`config.mk`:
```
export PLATFORM = sky130hd
export DESIGN_NAME = serial_sar_adc_readout
export DESIGN_NICKNAME = d
export VERILOG_FILES = /design/src/adc_readout_pkg.sv /design/src/sar_if.sv /design/src/serial_sar_adc_readout.sv /design/src/bit_sync.sv /design/src/sar_core.sv
export VERILOG_INCLUDE_DIRS = /design/src /design/src/src
export SDC_FILE = /design/constraint.sdc
export NUM_CORES = 1
export LEC_CHECK = 0
export ABC_AREA = 1
export BUFFER_PORTS_ARGS = -buffer_cell sky130_fd_sc_hd__buf_2
export CAP_MARGIN = 20
export CORE_UTILIZATION = 57
export DETAILED_ROUTE_END_ITERATION = 16
export HOLD_SLACK_MARGIN = 0.03
export PLACE_DENSITY = 0.81
export SKIP_LAST_GASP = 1
export SLEW_MARGIN = 20
export SYNTH_ARGS = -nofsm -noshare
export SYNTH_HDL_FRONTEND = slang
export SYNTH_SLANG_ARGS = --single-unit
```
`constraint.sdc`:
```
create_clock -name ref_clk -period 2.15 [get_ports ref_clk]
set_clock_uncertainty 0.05 [all_clocks]
set_input_delay 0.215 -clock ref_clk [delete_from_list [all_inputs] [get_ports ref_clk]]
set_output_delay 0.215 -clock ref_clk [all_outputs]
set_load 0.01 [all_outputs]
```
`src/adc_readout_defs.svh`:
```
`ifndef ADC_READOUT_DEFS_SVH
`define ADC_READOUT_DEFS_SVH

// Result width and sequencer fall counts
`define ADC_RESULT_W 12
`define ADC_FALL_CNT_W 5
`define ADC_NULL_FALL 5'h02
`define ADC_LAST_BIT_FALL 5'h0E
`define ADC_FLOAT_FALL 5'h1A

// Synchroniser depth
`define ADC_SYNC_STAGES 2

// Reset values
`define ADC_FALLS_RST 5'h00
`define ADC_RESULT_RST 12'h000

`endif

```
`src/adc_readout_pkg.sv`:
```
`include "adc_readout_defs.svh"

package adc_readout_pkg;

  typedef enum logic [2:0] {
    SEQ_IDLE = 3'b000,
    SEQ_SAMPLE = 3'b001,
    SEQ_NULL = 3'b011,
    SEQ_CONVERT = 3'b010,
    SEQ_REPEAT = 3'b110,
    SEQ_DONE = 3'b111
  } seq_state_e;

  typedef logic [`ADC_RESULT_W-1:0] code_t;
  typedef logic [`ADC_FALL_CNT_W-1:0] fall_cnt_t;

  typedef struct packed {
    seq_state_e st;
    fall_cnt_t falls;
    logic sclk_prev;
    logic cs_prev;
    logic dout;
    logic dout_oe;
    logic sample_en;
    logic analog_pd;
    logic digital_pd;
    code_t result;
    logic result_valid;
  } readout_s;

  typedef struct packed {
    code_t code;
    code_t mask;
  } sar_s;

endpackage : adc_readout_pkg

```
`src/sar_if.sv`:
```
`timescale 1ns/1ps

interface sar_if #(
  parameter int WIDTH = 12
);
  logic start;
  logic step;
  logic cmp;
  logic [WIDTH-1:0] code;

  modport ctrl (output start, output step, output cmp, input code);
  modport core (input start, input step, input cmp, output code);
endinterface : sar_if

```
`src/serial_sar_adc_readout.sv`:
```
// Function
// - Select, shift clock, serial data out pins
// - Falling select starts conversion and transfer
// - Sample during first two shift-clock periods
// - Second fall enables output, drives null bit
// - Twelve bits follow, MSB first, decided live
// - Output changes on shift-clock falling edges
// - After LSB, repeat result LSB first
// - After repeated MSB, float and ignore clocks
// - New conversion needs select high then low
// - Result is 12-bit signed two's complement
// - One step is two reference over 4096
// - Full scale 800h/7FFh, zero 000h, FFFh
// - Shifted bits belong to current conversion
// - Raising select ends conversion at once
// - Analog power down on completion, full power down on select high
`timescale 1ns/1ps

module serial_sar_adc_readout
  import adc_readout_pkg::*;
#(
  parameter int WIDTH = `ADC_RESULT_W,
  parameter int SYNC_STAGES = `ADC_SYNC_STAGES
) (
  // Clock and reset
  input wire logic ref_clk,
  input wire logic rst,
  // Serial pins
  input wire logic cs_n,
  input wire logic serial_shift_clock,
  output logic dout,
  output logic dout_oe,
  // Analog front end
  input wire logic cmp_above,
  output logic sample_en,
  output logic [WIDTH-1:0] dac_code,
  output logic analog_pd,
  output logic digital_pd,
  // Parallel result
  output logic [WIDTH-1:0] result,
  output logic result_valid
);

  ////////////////////////////////////////////////////////////////////////////
  // Pin synchronisers

  logic cs_n_s;
  logic sclk_s;
  logic cmp_s;

  bit_sync #(.STAGES(SYNC_STAGES)) u_sync_cs (
    .ref_clk(ref_clk),
    .rst(rst),
    .async_in(cs_n),
    .sync_out(cs_n_s)
  );

  bit_sync #(.STAGES(SYNC_STAGES)) u_sync_sclk (
    .ref_clk(ref_clk),
    .rst(rst),
    .async_in(serial_shift_clock),
    .sync_out(sclk_s)
  );

  bit_sync #(.STAGES(SYNC_STAGES)) u_sync_cmp (
    .ref_clk(ref_clk),
    .rst(rst),
    .async_in(cmp_above),
    .sync_out(cmp_s)
  );

  ////////////////////////////////////////////////////////////////////////////
  // Successive approximation register

  sar_if #(.WIDTH(WIDTH)) sif ();

  sar_core #(.WIDTH(WIDTH)) u_sar (
    .ref_clk(ref_clk),
    .rst(rst),
    .sif(sif.core)
  );

  ////////////////////////////////////////////////////////////////////////////
  // Bit sequencer

  readout_s s_q;
  readout_s s_d;
  logic sclk_fall;
  logic sar_start;
  logic sar_step;
  logic bit_val;
  fall_cnt_t falls_inc;
  fall_cnt_t rep_idx;

  always_comb begin
    s_d = s_q;
    sar_start = 1'b0;
    sar_step = 1'b0;
    bit_val = 1'b0;
    rep_idx = '0;
    s_d.sclk_prev = sclk_s;
    s_d.cs_prev = cs_n_s;
    sclk_fall = s_q.sclk_prev & ~sclk_s;
    falls_inc = s_q.falls + `ADC_FALLS_RST + 5'h01;
    if (cs_n_s) begin
      // Select high: float, idle, full power down
      s_d.st = SEQ_IDLE;
      s_d.falls = `ADC_FALLS_RST;
      s_d.dout = 1'b0;
      s_d.dout_oe = 1'b0;
      s_d.sample_en = 1'b0;
      s_d.analog_pd = 1'b1;
      s_d.digital_pd = 1'b1;
    end else begin
      case (s_q.st)
        SEQ_IDLE: begin
          // Only a fresh high-to-low select starts a cycle
          if (s_q.cs_prev) begin
            s_d.st = SEQ_SAMPLE;
            s_d.falls = `ADC_FALLS_RST;
            s_d.sample_en = 1'b1;
            s_d.analog_pd = 1'b0;
            s_d.digital_pd = 1'b0;
            s_d.result_valid = 1'b0;
            sar_start = 1'b1;
          end
        end
        SEQ_SAMPLE: begin
          if (sclk_fall) begin
            s_d.falls = falls_inc;
            if (falls_inc == `ADC_NULL_FALL) begin
              s_d.st = SEQ_NULL;
              s_d.sample_en = 1'b0;
              s_d.dout_oe = 1'b1;
              s_d.dout = 1'b0;
            end
          end
        end
        SEQ_NULL, SEQ_CONVERT: begin
          if (sclk_fall) begin
            s_d.falls = falls_inc;
            sar_step = 1'b1;
            // Sign bit is the inverted offset-binary MSB
            bit_val = (s_q.st == SEQ_NULL) ? ~cmp_s : cmp_s;
            s_d.dout = bit_val;
            s_d.result = {s_q.result[WIDTH-2:0], bit_val};
            s_d.st = SEQ_CONVERT;
            if (falls_inc == `ADC_LAST_BIT_FALL) begin
              s_d.st = SEQ_REPEAT;
              s_d.result_valid = 1'b1;
              s_d.analog_pd = 1'b1;
            end
          end
        end
        SEQ_REPEAT: begin
          if (sclk_fall) begin
            s_d.falls = falls_inc;
            rep_idx = falls_inc - `ADC_LAST_BIT_FALL;
            if (falls_inc == `ADC_FLOAT_FALL) begin
              s_d.st = SEQ_DONE;
              s_d.dout = 1'b0;
              s_d.dout_oe = 1'b0;
            end else begin
              s_d.dout = s_q.result[rep_idx[3:0]];
            end
          end
        end
        SEQ_DONE: begin
          // Further clocks ignored until select rises
          s_d.st = SEQ_DONE;
        end
        default: begin
          s_d.st = SEQ_IDLE;
        end
      endcase
    end
  end

  always_ff @(posedge ref_clk) begin
    if (rst) begin
      s_q.st <= SEQ_IDLE;
      s_q.falls <= `ADC_FALLS_RST;
      s_q.sclk_prev <= 1'b0;
      // Synchroniser resets low, so a high here would fake a select fall
      s_q.cs_prev <= 1'b0;
      s_q.dout <= 1'b0;
      s_q.dout_oe <= 1'b0;
      s_q.sample_en <= 1'b0;
      s_q.analog_pd <= 1'b1;
      s_q.digital_pd <= 1'b1;
      s_q.result <= `ADC_RESULT_RST;
      s_q.result_valid <= 1'b0;
    end else begin
      s_q <= s_d;
    end
  end

  assign sif.start = sar_start;
  assign sif.step = sar_step;
  assign sif.cmp = cmp_s;

  ////////////////////////////////////////////////////////////////////////////
  // Outputs

  assign dout = s_q.dout;
  assign dout_oe = s_q.dout_oe;
  assign sample_en = s_q.sample_en;
  assign dac_code = sif.code;
  assign analog_pd = s_q.analog_pd;
  assign digital_pd = s_q.digital_pd;
  assign result = s_q.result;
  assign result_valid = s_q.result_valid;

endmodule : serial_sar_adc_readout

```
`src/bit_sync.sv`:
```
`timescale 1ns/1ps

module bit_sync #(
  parameter int STAGES = 2
) (
  // Clock and reset
  input wire logic ref_clk,
  input wire logic rst,
  // Level in and out
  input wire logic async_in,
  output logic sync_out
);

  typedef struct packed {
    logic [STAGES-1:0] stage;
  } sync_s;

  sync_s s_q;
  sync_s s_d;

  // Stage 0 feeds only stage 1
  always_comb begin
    s_d = s_q;
    s_d.stage = {s_q.stage[STAGES-2:0], async_in};
  end

  always_ff @(posedge ref_clk) begin
    if (rst) begin
      s_q <= '0;
    end else begin
      s_q <= s_d;
    end
  end

  assign sync_out = s_q.stage[STAGES-1];

endmodule : bit_sync

```
`src/sar_core.sv`:
```
`timescale 1ns/1ps

module sar_core
  import adc_readout_pkg::*;
#(
  parameter int WIDTH = `ADC_RESULT_W
) (
  // Clock and reset
  input wire logic ref_clk,
  input wire logic rst,
  // Sequencer side
  sar_if.core sif
);

  sar_s s_q;
  sar_s s_d;
  code_t kept;

  // Offset-binary trial register, one decision per step
  always_comb begin
    s_d = s_q;
    kept = '0;
    if (sif.start) begin
      s_d.code = {1'b1, {(WIDTH-1){1'b0}}};
      s_d.mask = {1'b1, {(WIDTH-1){1'b0}}};
    end else if (sif.step) begin
      kept = sif.cmp ? s_q.code : (s_q.code & ~s_q.mask);
      s_d.mask = s_q.mask >> 1;
      s_d.code = kept | (s_q.mask >> 1);
    end
  end

  always_ff @(posedge ref_clk) begin
    if (rst) begin
      s_q <= '0;
    end else begin
      s_q <= s_d;
    end
  end

  assign sif.code = s_q.code;

endmodule : sar_core

```
==> results.json <==
{
  "root_buffer": "clkbuf_8",
  "finalInstanceArea_um2": 2970,
  "ys_ff_latch": 58,
  "core_um2": 4440,
  "track_usage_pct": 23.1,
  "vdd_drop_max_uv": 605,
  "hpwl_um": 3740,
  "critical_path.max_fanout": 24,
  "initial_utilization_pct": 60.8,
  "dpl_worst_slack_ps": 256,
  "yosys-top-cells-count": "nand2_1 (75), dfxtp_1 (58), nor2_1 (41)",
  "slowest_stage": "nor3_4",
  "maxSlewViolCount": 0,
  "dpl_cell_area_um2": 2760,
  "fin_cells": 441,
  "fp.dieH_um": 70.9,
  "synthDistinctLibCells": 28,
  "r2r-end": "result[2]",
  "p_per_area_nw_per_um2": 836,
  "cts_setup_buffers": 0,
  "portBuffers": 34,
  "postSynth.asyncResetShare_pct": 0,
  "relSlewSlack_pct": 68.4,
  "overflow": 0,
  "hp-start": "rst",
  "insertion_delay_ps": 340,
  "cts_tree": "yes",
  "crit_type": "register to register",
  "use_met2_pct": 37.7,
  "ant_nets": 0,
  "routed_wl_um": 5410,
  "drive_gt1_share_pct": 19.5,
  "cp.arrival_ps": 2130,
  "synth.area.top_cells": "dfxtp_1 (43%), nand2_1 (10%), a21oi_1 (7.0%)",
  "final_core_util_pct": 66.9,
  "clk_pin_slew_ps": 60,
  "cp_common_cell": "inv_2",
  "cp.required_ps": 2330,
  "viasPerCell": 5.25,
  "clk_path_buf_depth": 2,
  "synth_simple_gate_area_share_pct": 25.8,
  "avgRoutedWirePerCell_um": 12.3,
  "start_kind": "register",
  "synth_top_family_by_area": "simple AND/OR/NAND/NOR gates",
  "synth_top_cell_area_share_pct": 43.0,
  "p_leak_nw": 1.39,
  "synthCells": 363,
  "htreeDepth": 3,
  "grt_pass1_vias": 2158,
  "diodes": 0,
  "cp-startpoint": "s_q[27]",
  "synthToLayoutAreaGrowth_pct": 9.95,
  "busiest_layer": "met2",
  "outcome": "complete, no violations",
  "finalHoldViolations": 0,
  "drt-initial-drc-count": 77,
  "period_minus_slack_ps": 1950,
  "whs_path_depth": 2,
  "syn_avg_cell_area_um2": 7.45,
  "final.setup.worst_slack_ps": 199,
  "yosys.cell_count.top_type": "nand2_1",
  "io_pins": 35,
  "synth_top_flop_cell": "dfxtp_1",
  "fmax_ghz": 0.513,
  "r2r_cells": 7,
  "place_congestion": 0.914,
  "synth_nets": 375,
  "dp_cells": 422,
  "use_met1_pct": 28.0,
  "ctsResizeCount": 0,
  "dieArea_um2": 5020,
  "drt_first_pass_iters": 6,
  "path_cells": "inv_2 -> ha_1 -> inv_2 -> nor3_4 -> inv_2 -> nor2_1 -> nor2_1",
  "tightest_slew_ps": 473,
  "fp.dieW_um": 70.9,
  "grt_pass1_wl_um": 9100,
  "fin_nets": 396,
  "ys_seq_area_share_pct": 43.0,
  "antenna_found_initial": 0,
  "finalCritPeriodShare_pct": 90.7,
  "drcViolationCount": 0,
  "cp_slowest_stage_delay_ps": 440,
  "use_met3_pct": 5.13,
  "yosys_warnings": 0,
  "synth_edf_count": 0,
  "rsz0062_at_grt": "false",
  "drv_cap": 0,
  "hold_buffers": 3,
  "syn-cell-area_um2": 2700,
  "cp-end-kind": "register",
  "clock_sinks": 58,
  "r2r_start": "s_q[27]",
  "synth_compound_area_share_pct": 13.7,
  "tns_ps": 0,
  "synth_fa_ha_area_share_pct": 3.24,
  "min_path_type": "primary input to register",
  "whs_endpoint": "s_q[18]",
  "num_rows": 24,
  "cts_made_buffers": 9,
  "synth_top_area_cell": "dfxtp_1",
  "ff2ff_setup_slack_ps": 200,
  "grt_start_max_net_pins": 25,
  "num_vias": 2317,
  "synthXorXnorAreaFrac_pct": 0.324,
  "setup_viol": 0,
  "synthMuxAreaShare_pct": 0
}
-- cells in the final DEF, fill, tap and decap left out, types with 2 or more instances in the layout --
cell,count
a21oi_1,38
buf_2,34
buf_4,7
clkbuf_1,2
clkbuf_8,9
clkinv_2,2
clkinvlp_4,2
dfxtp_1,58
dlygate4sd3_1,3
ha_1,7
inv_1,30
inv_2,8
nand2_1,75
nand2_2,5
nand3_1,19
nand3_2,2
nand4_1,4
nor2_1,41
nor3b_1,2
o21ai_0,21
o21ai_1,9
-- kinds of logic after synthesis --
group,count (synthesis)
compound gates,70
xor+xnor,1
fa+ha+maj,7
buf+inv,72
flops,58
simple gates,155
-- layer usage --
layer  part of all wire (%)  wire [µm]  vias to the layer above
li1                       -          -                     1184
met1                     47       2550                     1079
met2                     48       2570                       43
met3                    3.3        180                       11
met4                    2.0        107                        0
met5                      0          0                        -
-- flip-flops by register name, summed over array words and instances (netlist names) --
signal and count:
u_sar.sif.code 12, dout_oe 1, s_q 10, u_sar.s_q 12, u_sync_cmp.s_q 2, u_sync_cs.s_q 2, analog_pd 1, dout 1
sample_en 1, result_valid 1, digital_pd 1, u_sync_sclk.s_q 2, result 12
-- where the power goes --
group / switching, W / total [W] / leakage (nW) / internal [W]
sequential: 0.0000322 / 0.00114 / 0.470 / 0.00111
combinational: 0.000242 / 0.000381 / 0.835 / 0.000139
clock: 0.000431 / 0.000962 / 0.0893 / 0.000531
total: 0.000705 / 0.00248 / 1.39 / 0.00178
-- area by class of cell --
| type | count | area [µm²] |
|---|---|---|
| Fill cell | 386 | 1470 |
| Timing Repair Buffer | 44 | 253 |
| Sequential cell | 58 | 1160 |
| Clock inverter | 5 | 55.1 |
| Inverter | 38 | 143 |
| Multi-Input combinational cell | 233 | 1160 |
| Tap cell | 52 | 65.1 |
| Clock buffer | 11 | 131 |
-- worst max-delay path by stage --
stage	to	cells past startpoint
5_1_grt	result[2]	7
2_1_floorplan	u_sar.sif.code[4]	8
6_report	result[2]	7
3_5_place_dp	result[2]	7
3_3_place_gp	dout	12
4_1_cts	result[2]	7
-- per-stage QoR --
stage               total power [W]  hold WS, ps
finish                      0.00248          150
global route                0.00259          151
CTS                         0.00249          140
detailed placement          0.00154          344
global placement            0.00153          340
floorplan                   0.00146          272
-- critical path: cells and delay by family (launching register included) --
kind | cells | cell delay [ps]
adder cells (fa/ha/maj) | 1 | 200
AND/OR/NAND/NOR | 3 | 720
flip-flops | 1 | 360
buffers and inverters | 3 | 500
No activity file was read; power rests on OpenSTA's default activity.
